**src/hw/edp_pkg.sv**
```systemverilog
package edp_pkg;

    // ****************************************************************
    // Instruction cycle timing
    // ****************************************************************
    localparam int EDP_CYC_LEN = 8;

    // ****************************************************************
    // Register map, byte offsets
    // ****************************************************************
    localparam logic [7:0] EDP_OFF_CTRL = 8'h00;
    localparam logic [7:0] EDP_OFF_STATUS = 8'h04;
    localparam logic [7:0] EDP_OFF_RDATA = 8'h08;
    localparam logic [7:0] EDP_OFF_HALTCNT = 8'h0C;

    // ****************************************************************
    // Field positions and reset values
    // ****************************************************************
    localparam int EDP_CTRL_SOFT_RST = 0;
    localparam int EDP_CTRL_FORCE_INH = 1;
    localparam logic [1:0] EDP_CTRL_RST = 2'h0;
    localparam int EDP_INSTR_HALT = 7;
    localparam int EDP_INSTR_INH = 6;
    localparam int EDP_INSTR_PRD = 5;

    // ****************************************************************
    // Cycle status, gray ordered
    // ****************************************************************
    typedef enum logic [1:0] {
        EDP_CK_FIRST = 2'b00,
        EDP_CK_FETCH = 2'b01,
        EDP_CK_OTHER = 2'b11,
        EDP_CK_HALT = 2'b10
    } edp_cycle_kind_t;

    // Requests sampled from the shared instruction data lines
    typedef struct packed {
        logic halt;
        logic inhibit;
        logic port_rd;
        logic [4:0] data;
    } edp_req_sample_t;

    // Port access presented by the core
    typedef struct packed {
        logic [3:0] num;
        logic wr;
        logic rd;
        logic [3:0] wdata;
        logic carry;
        logic page_lsb;
        logic first_cycle;
    } edp_core_port_t;

endpackage : edp_pkg

```
**src/hw/edp_debug_port.sv**
```systemverilog
`timescale 1ns/10ps

// Notes on behaviour
// - Drive clock strobe and two timing state strobes out for external alignment.
// - Family select low picks CMOS-family timing; input defaults high.
// - Halt request on top instruction line, sampled only while state b high.
// - Accepted halt: no-op cycles, divider, timers and interrupt acceptance stopped.
// - Interrupt and count latches keep setting and clearing during halt or inhibit.
// - Inhibit sampled at state b; stops divider and timers, fetches still served.
// - Inhibit acts independently of halt.
// - Hold behaves as usual hold but the cycle clock keeps running.
// - Accepted fetch request gives one fetch cycle, also during halt.
// - Status 00 first, 01 fetch, 10 halt, 11 other, updated each cycle.
// - Master reset output follows the reset input.
// - Hold monitor output reflects hold operation.
// - Port number shown on a 4-bit output bus.
// - Port strobes on two lowest data outputs while state b high.
// - Write data on data outputs while state b low.
// - Top data output carries carry flag while state b high.
// - Third data output carries page address lsb while state b high.
module edp_debug_port
    import edp_pkg::*;
#(
    parameter int CYC_LEN = EDP_CYC_LEN
) (
    // Clock and reset
    input wire logic pclk,
    input wire logic presetn,
    // APB slave
    input wire logic psel,
    input wire logic penable,
    input wire logic pwrite,
    input wire logic [7:0] paddr,
    input wire logic [31:0] pwdata,
    output logic [31:0] prdata,
    output logic pready,
    output logic pslverr,
    // External debug pins
    input wire logic family_select_n,
    input wire logic [7:0] instr_data_in,
    input wire logic display_fetch_request_n,
    input wire logic hold_request_n,
    input wire logic reset_in_n,
    output logic timing_clock_out,
    output logic timing_state_a,
    output logic timing_state_b,
    output logic cycle_status_hi,
    output logic cycle_status_lo,
    output logic system_reset_out,
    output logic hold_monitor_out,
    output logic [3:0] port_number_out,
    output logic [3:0] data_out,
    // Core side
    input wire edp_core_port_t core_port,
    input wire logic irq_event,
    input wire logic irq_ack,
    output logic divider_run,
    output logic irq_accept_en,
    output logic irq_latched,
    output logic core_nop,
    output logic core_hold,
    output logic cycle_tick,
    output logic [4:0] ext_rd_data,
    output logic ext_rd_valid
);

    // Quarter points of the cycle must fall on whole clocks
    if (CYC_LEN < 4 || CYC_LEN % 4 != 0 || CYC_LEN > 64) begin : g_cyc_len_chk
        $error("CYC_LEN must be a multiple of 4 between 4 and 64");
    end

    localparam logic [5:0] PH_LAST = 6'(CYC_LEN - 1);
    localparam logic [5:0] PH_HALF = 6'(CYC_LEN / 2);
    localparam logic [5:0] PH_QTR = 6'(CYC_LEN / 4);
    localparam logic [5:0] PH_3QTR = 6'(3 * CYC_LEN / 4);

    // ****************************************************************
    // Timing generator
    // ****************************************************************
    logic [5:0] ph_q;
    logic [5:0] ph_d;
    logic st_b_d;
    logic st_a_d;
    logic sample_pt;
    logic tick;

    assign tick = (ph_q == PH_LAST);
    assign ph_d = tick ? 6'h00 : ph_q + 6'h01;
    assign st_a_d = (ph_d < PH_HALF);
    // CMOS-family timing centres the state b window in the cycle
    assign st_b_d = family_select_n ? (ph_d >= PH_HALF)
                                    : (ph_d >= PH_QTR && ph_d < PH_3QTR);
    // Sample on the last clock of the state b window
    assign sample_pt = timing_state_b && !st_b_d;

    always_ff @(posedge pclk or negedge presetn) begin
        if (!presetn) begin
            ph_q <= 6'h00;
            timing_clock_out <= 1'b0;
            timing_state_a <= 1'b0;
            timing_state_b <= 1'b0;
        end else begin
            ph_q <= ph_d;
            timing_clock_out <= ph_d[0];
            timing_state_a <= st_a_d;
            timing_state_b <= st_b_d;
        end
    end

    // ****************************************************************
    // Request sampling from the instruction data lines
    // ****************************************************************
    edp_req_sample_t smp;
    logic halt_q;
    logic inhibit_q;
    logic force_inh_q;
    logic soft_rst_q;
    logic stall;

    assign smp.halt = !instr_data_in[EDP_INSTR_HALT];
    assign smp.inhibit = !instr_data_in[EDP_INSTR_INH];
    assign smp.port_rd = !instr_data_in[EDP_INSTR_PRD];
    assign smp.data = instr_data_in[4:0];
    // Inhibit is kept apart from halt so it can run in normal operation
    assign stall = halt_q || inhibit_q || force_inh_q;

    always_ff @(posedge pclk or negedge presetn) begin
        if (!presetn) begin
            halt_q <= 1'b0;
            inhibit_q <= 1'b0;
            ext_rd_data <= 5'h00;
            ext_rd_valid <= 1'b0;
        end else begin
            ext_rd_valid <= 1'b0;
            if (sample_pt) begin
                halt_q <= smp.halt;
                inhibit_q <= smp.inhibit;
                if (smp.port_rd) begin
                    ext_rd_data <= smp.data;
                    ext_rd_valid <= 1'b1;
                end
            end
        end
    end

    // ****************************************************************
    // Cycle kind, fetch, hold and core controls
    // ****************************************************************
    logic fetch_pend_q;
    logic hold_q;
    edp_cycle_kind_t kind_d;
    logic [15:0] halt_cnt_q;

    // Fetch outranks halt so the display keeps refreshing while halted
    assign kind_d = fetch_pend_q ? EDP_CK_FETCH :
                    halt_q ? EDP_CK_HALT :
                    core_port.first_cycle ? EDP_CK_FIRST : EDP_CK_OTHER;

    always_ff @(posedge pclk or negedge presetn) begin
        if (!presetn) begin
            fetch_pend_q <= 1'b0;
            hold_q <= 1'b0;
            cycle_status_hi <= 1'b1;
            cycle_status_lo <= 1'b1;
            cycle_tick <= 1'b0;
            core_nop <= 1'b0;
            halt_cnt_q <= 16'h0000;
        end else begin
            cycle_tick <= tick;
            if (sample_pt && !display_fetch_request_n) begin
                fetch_pend_q <= 1'b1;
            end else if (tick) begin
                fetch_pend_q <= 1'b0;
            end
            if (tick) begin
                {cycle_status_hi, cycle_status_lo} <= kind_d;
                core_nop <= (kind_d == EDP_CK_HALT);
                // Oscillator and phase counter never stop for hold
                hold_q <= !hold_request_n;
                if (kind_d == EDP_CK_HALT) begin
                    halt_cnt_q <= halt_cnt_q + 16'h0001;
                end
            end
        end
    end

    // ****************************************************************
    // Divider, interrupt latch and monitor outputs
    // ****************************************************************
    always_ff @(posedge pclk or negedge presetn) begin
        if (!presetn) begin
            divider_run <= 1'b0;
            irq_accept_en <= 1'b0;
            irq_latched <= 1'b0;
            core_hold <= 1'b0;
            hold_monitor_out <= 1'b0;
            system_reset_out <= 1'b1;
        end else begin
            divider_run <= !stall;
            irq_accept_en <= !stall;
            // Latch follows events whatever the stall state; set beats ack
            if (irq_event) begin
                irq_latched <= 1'b1;
            end else if (irq_ack) begin
                irq_latched <= 1'b0;
            end
            core_hold <= hold_q;
            hold_monitor_out <= hold_q;
            system_reset_out <= !reset_in_n || soft_rst_q;
        end
    end

    // ****************************************************************
    // Port number and multiplexed data outputs
    // ****************************************************************
    logic [3:0] dout_d;

    assign dout_d = st_b_d ? {core_port.carry, core_port.page_lsb, core_port.rd, core_port.wr}
                           : core_port.wdata;

    always_ff @(posedge pclk or negedge presetn) begin
        if (!presetn) begin
            port_number_out <= 4'h0;
            data_out <= 4'h0;
        end else begin
            port_number_out <= core_port.num;
            data_out <= dout_d;
        end
    end

    // ****************************************************************
    // APB register file
    // ****************************************************************
    logic setup;
    logic wr_en;
    logic hit;
    logic [31:0] rd_mux;

    assign setup = psel && !penable;
    assign wr_en = psel && penable && pready && pwrite;
    assign hit = (paddr == EDP_OFF_CTRL) || (paddr == EDP_OFF_STATUS) ||
                 (paddr == EDP_OFF_RDATA) || (paddr == EDP_OFF_HALTCNT);
    assign rd_mux = (paddr == EDP_OFF_CTRL) ? {30'h0, force_inh_q, soft_rst_q} :
                    (paddr == EDP_OFF_STATUS) ? {26'h0, hold_q, inhibit_q, halt_q,
                                                 fetch_pend_q, cycle_status_hi,
                                                 cycle_status_lo} :
                    (paddr == EDP_OFF_RDATA) ? {27'h0, ext_rd_data} :
                    (paddr == EDP_OFF_HALTCNT) ? {16'h0, halt_cnt_q} : 32'h0;

    always_ff @(posedge pclk or negedge presetn) begin
        if (!presetn) begin
            pready <= 1'b0;
            pslverr <= 1'b0;
            prdata <= 32'h0;
            {force_inh_q, soft_rst_q} <= EDP_CTRL_RST;
        end else begin
            pready <= setup;
            pslverr <= setup && !hit;
            if (setup) begin
                prdata <= pwrite ? 32'h0 : rd_mux;
            end
            if (wr_en && paddr == EDP_OFF_CTRL) begin
                soft_rst_q <= pwdata[EDP_CTRL_SOFT_RST];
                force_inh_q <= pwdata[EDP_CTRL_FORCE_INH];
            end
        end
    end

    // A halt sampled on the tick is only shown at the following tick
    localparam int HALT_SHOW_MAX = 2 * CYC_LEN + 1;
endmodule : edp_debug_port

```
**config.mk**
```make
export PLATFORM = sky130hd
export DESIGN_NAME = edp_debug_port
export DESIGN_NICKNAME = d
export VERILOG_FILES = /design/src/hw/edp_pkg.sv /design/src/hw/edp_debug_port.sv
export SDC_FILE = /design/constraint.sdc
export NUM_CORES = 1
export LEC_CHECK = 0
export BUFFER_PORTS_ARGS = -buffer_cell sky130_fd_sc_hd__buf_2
export CORE_ASPECT_RATIO = 1.1
export CORE_MARGIN = 1
export CORE_UTILIZATION = 52
export CTS_CLUSTER_DIAMETER = 80
export DETAILED_ROUTE_END_ITERATION = 8
export PLACE_DENSITY_LB_ADDON = 0.25
export REMOVE_ABC_BUFFERS = 1
export SYNTH_ARGS = -nofsm -noshare
export SYNTH_HDL_FRONTEND = slang
export SYNTH_SLANG_ARGS = --single-unit
```
**constraint.sdc**
```tcl
create_clock -name pclk -period 6.48 [get_ports pclk]
set_input_delay 0.972 -clock pclk [delete_from_list [all_inputs] [get_ports pclk]]
set_output_delay 0.972 -clock pclk [all_outputs]
set_load 0.005 [all_outputs]
```
==> flow_metrics.env, run 1 <==
export IMPL_vias=2444
export IMPL_dpl_instance_area_sq_um=3740
export IMPL_synth_edf_count=0
export IMPL_dr_max_layer_used="met4"
export IMPL_r2r_slack_ps=3850
export IMPL_cp_arrival_ps=2850
export IMPL_max_slew_margin_pct=42.6
export IMPL_start_util_pct=53.8
export IMPL_drive_gt1_share_pct=32.4
export IMPL_io_pins=133
export IMPL_layout_min_cycle_time_ps=2630
export IMPL_grt_first_pass_wirelength_mm=10.3
export IMPL_gp_congestion=0.847
export IMPL_num_rows=30
export IMPL_slew_violations=0
export IMPL_grt_usage_pct=20.0
export IMPL_synth_adder_area_share_pct=1.13
export IMPL_synth_most_common_cell="dfrtp_1"
export IMPL_tns_ps=0
export IMPL_synth_area_leader_cell="dfrtp_1"
export IMPL_hold_viol_final=0
export IMPL_setup_slack_ps=3850
export IMPL_cts_root_buffer="clkbuf_8"
export IMPL_ys_flop_type="dfrtp_1"
export IMPL_cts_repair_resized=0
export IMPL_outcome="finished clean"
export IMPL_clock_latency_ps=340
export IMPL_remaining_drc_errors=0
export IMPL_dpl_hpwl_mm=4.49
export IMPL_hp_class="reg -> reg"
export IMPL_synth_area_sq_um=3330
export IMPL_dr_pass1_iters=4
export IMPL_grt_max_degree=71
export IMPL_p_leak_nw=2.06
export IMPL_cp_depth=6
export IMPL_cts_clk_slew_worst_paths_ps=70
export IMPL_synthMuxAreaShare_pct=6.79
export IMPL_irDropWorstVdd_mv=0.121
export IMPL_worst_setup_path_end_kind="flip-flop"
export IMPL_worstMarginPinSlew_ps=860
export IMPL_cts_sinks=70
export IMPL_cts_hold_fix_buffers=0
export IMPL_core_region_area_sq_um=6190
export IMPL_worstPathRequired_ps=6700
export IMPL_r2r_end="ext_rd_data[2]"
export IMPL_cap_violations=0
export IMPL_ant_nets=0
export IMPL_drtIter0Drc=166
export IMPL_synthArstFlopShare_pct=100
export IMPL_slowest_stage="dfrtp_1"
export IMPL_post_cts_buffers=0
export IMPL_io_buffer_count=86
export IMPL_path_cells="ha_1 -> nor3_1 -> o21a_1 -> o2111ai_1 -> a21oi_2 -> mux2_2"
export IMPL_antenna_found_initial=0
export IMPL_p_per_area_nw_per_um2=250
export IMPL_ys_warn_count=0
export IMPL_die_w_microns=78.4
export IMPL_die_h_microns=86.0
export IMPL_fin_area_sq_um=3990
export IMPL_synth_compound_gate_area_share_pct=10.8
export IMPL_stdcell_count=466
export IMPL_n_antenna_cell=0
export IMPL_r2r_start="ph_q[0]"
export IMPL_start_kind="flip-flop"
export IMPL_cts_max_level=3
export IMPL_yosys_top_cells_count="67 x dfrtp_1, 22 x nand2_1, 20 x buf_4, 20 x nor2_1, 16 x o21ai_0"
export IMPL_post_place_ws_ps=3630
export IMPL_min_delay_path_depth=0
export IMPL_grt_setup_unrepaired="no"
export IMPL_cts_tree="yes"
export IMPL_cp_num_buf_inv=0
export IMPL_met3_length_microns=284
export IMPL_overflow=0
export IMPL_yosys_area_top_type_share_pct=50.3
export IMPL_synth_simple_area_share_pct=15.8
export IMPL_num_nets_final=456
export IMPL_fmax_ghz=0.381
export IMPL_ys_seq_elements=70
export IMPL_path_max_fanout=11
export IMPL_setup_violations=0
export IMPL_hold_path_end="core_hold"
export IMPL_yosys_top_cells_area="dfrtp_1 50%, buf_4 4.5%, mux2_2 4.4%"
export IMPL_post_route_period_util_pct=40.5
export IMPL_cts_buffers=9
export IMPL_post_drt_wl_per_cell_microns=13.8
export IMPL_critPathTopFamily="compound AO/OA/AOI/OAI gates"
export IMPL_synth_cell_types=45
export IMPL_slowest_delay_ps=450
export IMPL_clk_path_buf_depth=2
export IMPL_holdCritStartpoint="hold_q"
export IMPL_synth_xor_area_share_pct=6.23
export IMPL_met2WireLength_mm=3.22
export IMPL_syn_area_per_cell_sq_um=11.2
export IMPL_r2r_cells=6
export IMPL_setup_worst_path_class="reg -> reg"
export IMPL_grt_pass1_vias=2236
export IMPL_final_util_pct=64.4
export IMPL_vias_per_cell=5.24
export IMPL_met1_length_mm=2.81
export IMPL_fin_skew_ps=7.90
export IMPL_dp_cells=450
export IMPL_synth_top_family_by_area="simple AND/OR/NAND/NOR gates"
export IMPL_yosysSeqAreaShare_pct=52.6
export IMPL_area_growth_pct=19.6
export IMPL_wl_mm=6.42
export IMPL_die_area_sq_um=6740
export IMPL_synth_cells=298
[flip-flops by register name (all words and copies together), names as in the netlist, 4 cells and up]
signal,cells
ph_q,6
prdata,16
port_number_out,4
data_out,4
halt_cnt_q,16
ext_rd_data,5
[layout make-up]
type,count,area (sq um)
timing repair buffer,87,438
fill,514,2200
clock inverter,3,90.1
multi-input combinational,206,1420
clock buffer,13,159
tap,80,100
sequential,70,1760
inverter,7,26.3
[how the worst max path moves through the flow]
stage / start / end
floorplan: paddr[5] / force_inh_q
global placement: penable / prdata[15]
detailed placement: penable / prdata[14]
CTS: ph_q[0] / ext_rd_data[0]
global route: ph_q[0] / ext_rd_data[2]
finish: ph_q[0] / ext_rd_data[2]
[placed cells by master, fill, tap and decap left out, types with 4 or more instances in the layout]
cell type,count
nand2_1,22
xnor2_1,9
a21oi_1,4
o21ai_0,16
xor2_1,9
mux2i_1,8
and3_1,8
clkbuf_8,11
nor3b_1,10
dfrtp_1,67
a211oi_1,4
conb_1,16
inv_1,6
mux2_2,13
nor3_1,7
or3_1,5
buf_2,86
a31oi_1,4
a22o_1,13
nor2_1,20
nand4_1,7
[per-stage QoR]
step | hold slack, ps | total power (W)
after detailed placement | 437 | 0.000573
after CTS | 453 | 0.00101
final | 440 | 0.000996
after global placement | 436 | 0.000570
after floorplan | 370 | 0.000522
after global routing | 471 | 0.00104
[logic make-up after synthesis]
kind of cell / count (synthesis)
other: 1
buffers and inverters: 37
DFF: 70
and+or+nand+nor: 94
AOI/OAI and AO/OA: 52
muxes: 21
xor gates and xnor gates: 20
adders and majority gates: 3
[report_power, final]
part | internal [W] | leakage (nW) | switching, W | total [W]
combinational | 0.0000416 | 1.03 | 0.0000435 | 0.0000851
sequential | 0.000461 | 0.906 | 0.0000191 | 0.000480
clock | 0.000277 | 0.124 | 0.000154 | 0.000431
total | 0.000780 | 2.06 | 0.000217 | 0.000996
[layer usage]
layer,vias to the layer above,global-route usage (%)
li1,1191,-
met1,1172,24.4
met2,70,33.1
met3,11,5.00
met4,0,9.43
met5,-,0
No activity file was read; power rests on OpenSTA's default activity.
==> inputs of run 2 (changes only) <==
CORE_UTILIZATION = 44   (was 52)
clock period = 2.2 ns   (was 6.48 ns; I/O delays follow)
==> run 2 against run 1 <==
Against the previous run: clock skew hardly changed; sequential share of layout area is 1.4 points lower; combinational power rose to 3.0 times the previous value; total power grew to 2.8 times the previous value; die area is 18% higher; critical path depth grew 2; global-route usage is 1.2 points lower; register-to-register slack lost 3800 ps; clock power rose to 2.7 times the previous value; sequential power increased to 2.9 times the previous value; final area rose by 3.3%; critical endpoint is now ext_rd_data[0]; via count grew 3.1%.
==> flow_metrics.env, run 2 (same netlist as run 1, synthesis figures left out) <==
export IMPL_outcome="finished clean"
export IMPL_dr_pass1_iters=5
export IMPL_worstPathRequired_ps=2430
export IMPL_worst_setup_path_end_kind="flip-flop"
export IMPL_total_power_w=0.00282
export IMPL_io_pins=133
export IMPL_drive_gt1_share_pct=35.9
export IMPL_grt_setup_unrepaired="no"
export IMPL_post_route_period_util_pct=95.7
export IMPL_slew_violations=0
export IMPL_cts_buffers=9
export IMPL_multi_input_comb_area_sq_um=1440
export IMPL_p_per_area_nw_per_um2=684
export IMPL_setup_violations=0
export IMPL_irDropWorstVdd_mv=0.282
export IMPL_dpl_hpwl_mm=5.02
export IMPL_grt_max_degree=71
export IMPL_start_util_pct=46.5
export IMPL_gp_congestion=0.840
export IMPL_n_antenna_cell=0
export IMPL_grt_pass1_vias=2502
export IMPL_antenna_found_initial=0
export IMPL_path_max_fanout=6
export IMPL_vias_per_cell=5.18
export IMPL_clock_latency_ps=340
export IMPL_reg_top3="halt_cnt_q: 16 flops, prdata: 16 flops, ph_q: 6 flops"
export IMPL_hp_class="in -> reg"
export IMPL_post_drt_wl_per_cell_microns=14.2
export IMPL_final_util_pct=57.5
export IMPL_overflow=0
export IMPL_setup_worst_path_class="reg -> reg"
export IMPL_cts_clk_slew_worst_paths_ps=70
export IMPL_seq_area_sq_um=1760
export IMPL_layout_min_cycle_time_ps=2110
export IMPL_area_growth_pct=23.6
export IMPL_vias=2519
export IMPL_cts_max_level=3
export IMPL_io_buffer_count=86
export IMPL_cts_tree="yes"
export IMPL_num_rows=32
export IMPL_fill_cells=638
export IMPL_p_leak_nw=2.13
export IMPL_remaining_drc_errors=0
export IMPL_die_area_sq_um=7930
export IMPL_start_kind="flip-flop"
export IMPL_cap_violations=0
export IMPL_die_w_microns=85
export IMPL_ant_nets=0
export IMPL_layout_commonest_cell="buf_2"
export IMPL_clk_path_buf_depth=2
export IMPL_wl_mm=6.90
export IMPL_fmax_ghz=0.475
export IMPL_cp_arrival_ps=2330
export IMPL_grt_usage_pct=18.8
export IMPL_num_nets_final=472
export IMPL_drtIter0Drc=116
export IMPL_core_region_area_sq_um=7170
export IMPL_final_cell_mix="85 x buf_2, 67 x dfrtp_1, 22 x nand2_1, 20 x nor2_1"
export IMPL_cts_sinks=70
export IMPL_fin_skew_ps=7.93
export IMPL_hold_viol_final=0
export IMPL_die_h_microns=93.3
export IMPL_cts_root_buffer="clkbuf_8"
export IMPL_grt_first_pass_wirelength_mm=11.5
run 2: worst max-delay path, stage by stage (launching register included):
cell	delay (ps)
dfrtp_1	390
buf_4	160
ha_1	310
xnor3_1	210
and3_1	170
a41oi_2	50
a21oi_2	190
buf_4	180
mux2_2	340
run 2: timing repair:
action                                  CTS  global route
hold buffers                              1             0
setup buffers                             0             0
endpoints found under the hold margin     5             0
endpoints found under the setup margin    0             4
resized for setup                         0             4
run 2: path summary, 6_finish.rpt:
path / startpoint / end / slack [ps] / cells after the start
worst min-delay path: core_port[10] / port_number_out[1] / 90 / 1
worst min register to register: hold_q / core_hold / 450 / 0
max in group asynchronous: presetn / cycle_status_hi / 1330 / 3
worst max-delay path: ph_q[0] / ext_rd_data[0] / 90 / 8
min in group asynchronous: presetn / halt_cnt_q[13] / 520 / 3
worst max register to register: ph_q[0] / ext_rd_data[0] / 90 / 8
run 2: layer usage:
metal,GRT usage (%),up-vias,part of all wire (%)
met3,4.06,8,4.9
met2,32.0,71,49
li1,-,1217,-
met1,23.0,1223,44
met5,0,-,0
met4,8.05,0,1.7
run 2: final cells by class:
| cell class | instances | share of cell area (%) |
|---|---|---|
| Sequential cell | 70 | 42.6 |
| Timing Repair Buffer | 103 | 14.0 |
| Tap cell | 85 | 2.58 |
| Inverter | 7 | 0.638 |
| Clock buffer | 11 | 3.67 |
| Clock inverter | 4 | 1.70 |
| Multi-Input combinational cell | 206 | 34.8 |
run 2: power breakdown:
group          switching (W)  total [W]  leakage [nW]  internal, W
Clock               0.000456    0.00115         0.115     0.000690
Combinational       0.000130   0.000258          1.11     0.000128
Sequential         0.0000554    0.00141         0.906      0.00136
Total               0.000642    0.00282          2.13      0.00217
run 2: stage by stage:
step                setup slack (ps)  setup TNS [ps]  cells  cell area [sq um]  hold slack (ps)
finish                          94.6               0    486               4120             91.1
global route                    4.81               0    486               4120             73.1
CTS                             39.3               0    486               4110             81.7
detailed placement              55.6               0    470               3870              369
global placement                52.2               0    470               3870              371
floorplan                      -6.00           -30.0    283               3200             34.4
==> inputs of run 3 (changes only) <==
==> constraint.sdc (replaced) <==
create_clock -name pclk -period 2.2 [get_ports pclk]
set_input_delay 0.11 -clock pclk [delete_from_list [all_inputs] [get_ports pclk]]
set_output_delay 0.11 -clock pclk [all_outputs]
set_load 0.005 [all_outputs]
==> run 3 against run 2 <==
Against the previous run: final area increased by 2.1%; die area unchanged; setup slack improved by 38 ps; non-clock buffer count increased by 15; clock-buffer cell count decreased by 1; sequential share of layout area decreased by 0.86 points; flip-flop and latch count unchanged; critical path type unchanged; highest routed layer unchanged.
==> flow_metrics.env, run 3 (same netlist as run 1, synthesis figures left out) <==
export IMPL_r2r_end="ext_rd_data[0]"
export IMPL_max_slew_margin_pct=42.8
export IMPL_die_h_microns=93.3
export IMPL_vias_per_cell=5.18
export IMPL_dr_pass1_iters=4
export IMPL_p_per_area_nw_per_um2=613
export IMPL_post_route_period_util_pct=94.0
export IMPL_drtIter0Drc=103
export IMPL_cts_clk_slew_worst_paths_ps=80
export IMPL_n_antenna_cell=0
export IMPL_grtUsageMet1_pct=25.0
export IMPL_drive_gt1_share_pct=34.3
export IMPL_min_delay_path_depth=2
export IMPL_vias=2599
export IMPL_io_buffer_count=86
export IMPL_layout_commonest_cell="buf_2"
export IMPL_grt_first_pass_wirelength_mm=11.7
export IMPL_clk_path_buf_depth=2
export IMPL_cts_tree="yes"
export IMPL_cap_violations=0
export IMPL_hold_viol_final=0
export IMPL_gp_congestion=0.850
export IMPL_start_util_pct=46.5
export IMPL_grt_setup_unrepaired="no"
export IMPL_slowest_delay_ps=390
export IMPL_cts_sinks=70
export IMPL_r2r_cells=8
export IMPL_overflow=0
export IMPL_grt_pass1_vias=2543
export IMPL_cts_buffers=9
export IMPL_worstPathRequired_ps=2430
export IMPL_ant_nets=0
export IMPL_final_cell_mix="85 x buf_2, 67 x dfrtp_1, 22 x nand2_1, 20 x nor2_1, 17 x dlygate4sd3_1"
export IMPL_grt_usage_pct=19.0
export IMPL_total_power_w=0.00258
export IMPL_fmax_ghz=0.484
export IMPL_slew_violations=0
export IMPL_fill_cells=631
export IMPL_wl_mm=7.01
export IMPL_grt_use_met2_pct=30.9
export IMPL_busiest_layer="met2"
export IMPL_r2r_slack_ps=130
export IMPL_crit_top_cell="buf_4"
export IMPL_outcome="finished clean"
export IMPL_p_leak_nw=2.16
export IMPL_antenna_found_initial=0
export IMPL_io_pins=133
export IMPL_core_region_area_sq_um=7170
export IMPL_hold_path_end="ext_rd_data[3]"
export IMPL_cp_arrival_ps=2290
export IMPL_num_nets_final=487
export IMPL_hp_class="in -> reg"
export IMPL_grt_max_degree=71
export IMPL_remaining_drc_errors=0
export IMPL_worst_setup_path_end_kind="flip-flop"
export IMPL_path_max_fanout=6
export IMPL_layout_min_cycle_time_ps=2070
export IMPL_fin_skew_ps=9.69
export IMPL_area_growth_pct=26.1
export IMPL_setup_worst_path_class="reg -> reg"
export IMPL_cts_root_buffer="clkbuf_8"
export IMPL_slowest_stage="dfrtp_1"
export IMPL_cts_max_level=3
export IMPL_num_rows=32
export IMPL_final_util_pct=58.7
export IMPL_irDropWorstVdd_mv=0.313
export IMPL_post_drt_wl_per_cell_microns=14.0
export IMPL_path_cells="buf_4 -> ha_1 -> xnor3_1 -> and3_1 -> a41oi_2 -> a21oi_2 -> buf_4 -> mux2_2"
export IMPL_setup_violations=0
export IMPL_start_kind="flip-flop"
export IMPL_r2r_start="ph_q[0]"
export IMPL_die_w_microns=85
export IMPL_worstMarginPinSlew_ps=859
export IMPL_holdCritStartpoint="instr_data_in[3]"
export IMPL_reg_top3="halt_cnt_q: 16 flops, prdata: 16 flops, ph_q: 6 flops"
export IMPL_clock_latency_ps=340
export IMPL_dpl_hpwl_mm=5.00
export IMPL_grtUsageMet3_pct=3.27
export IMPL_die_area_sq_um=7930
[run 3: changes by cell type in the layout (fill, tap and decap cells not counted)]
cell / delta
clkinvlp_4: +2
clkbuf_1: +1
bufinv_16: -2
clkinv_2: +1
dlygate4sd3_1: +16
clkbuf_8: -2
buf_12: -1
clkinv_4: +1
[run 3: final cells by class]
cell class	instances	area, sq um	area share, %
clock buffers	10	128	3.03
clock inverters	6	38.8	0.922
inverters	7	26.3	0.625
multi-input cells	206	1440	34.1
flip-flops and latches	70	1760	41.7
well taps	85	106	2.53
repair buffers	118	716	17.0
[run 3: how the worst max path moves through the flow]
stage | from | end | slack [ps] | cells after the start
final | ph_q[0] | ext_rd_data[0] | 130 | 8
after CTS | ph_q[0] | ext_rd_data[0] | 60 | 7
after detailed placement | ph_q[0] | ext_rd_data[0] | 90 | 7
after floorplan | ph_q[0] | ext_rd_data[0] | -6 | 6
after global routing | ph_q[0] | ext_rd_data[3] | 10 | 8
after global placement | ph_q[0] | ext_rd_data[1] | 70 | 7
[run 3: critical path: cells and delay by family (launching register included)]
| family | cells | cell delay [ps] |
|---|---|---|
| muxes | 1 | 330 |
| AOI/OAI and AO/OA | 2 | 230 |
| xor gates and xnor gates | 1 | 200 |
| DFF | 1 | 390 |
| adders and majority gates | 1 | 310 |
| buffers and inverters | 2 | 340 |
| and+or+nand+nor | 1 | 170 |
[run 3: metal layers]
metal | wire, microns | vias to the layer above
li1 | - | 1247
met4 | 117 | 0
met3 | 334 | 12
met2 | 3410 | 79
met1 | 3140 | 1261
met5 | 0 | -
[run 3: per-stage QoR]
| step | area (sq um) | TNS, ps | instances | hold WS (ps) | setup WS, ps |
|---|---|---|---|---|---|
| 3_3_place_gp | 3850 | 0 | 469 | 218 | 69.2 |
| 4_1_cts | 4190 | 0 | 502 | 9.13 | 63.5 |
| 2_1_floorplan | 3200 | -30.0 | 283 | -186 | -6.00 |
| 3_5_place_dp | 3850 | 0 | 469 | 220 | 88.7 |
| 5_1_grt | 4210 | 0 | 502 | 13.2 | 11.0 |
| 6_report | 4210 | 0 | 502 | 18.1 | 132 |
[run 3: repair_timing]
action                                  4_1_cts  5_1_grt
hold endpoints to repair                     83        0
endpoints found under the setup margin        0        4
setup buffers                                 0        0
hold buffers                                 17        0
resized for setup                             0        4
[run 3: where the power goes]
group	internal (W)	total [W]	leakage (nW)	switching [W]
Combinational	0.000143	0.000276	1.17	0.000133
Sequential	0.00136	0.00141	0.906	0.0000565
Clock	0.000405	0.000888	0.0820	0.000483
Total	0.00190	0.00258	2.16	0.000672
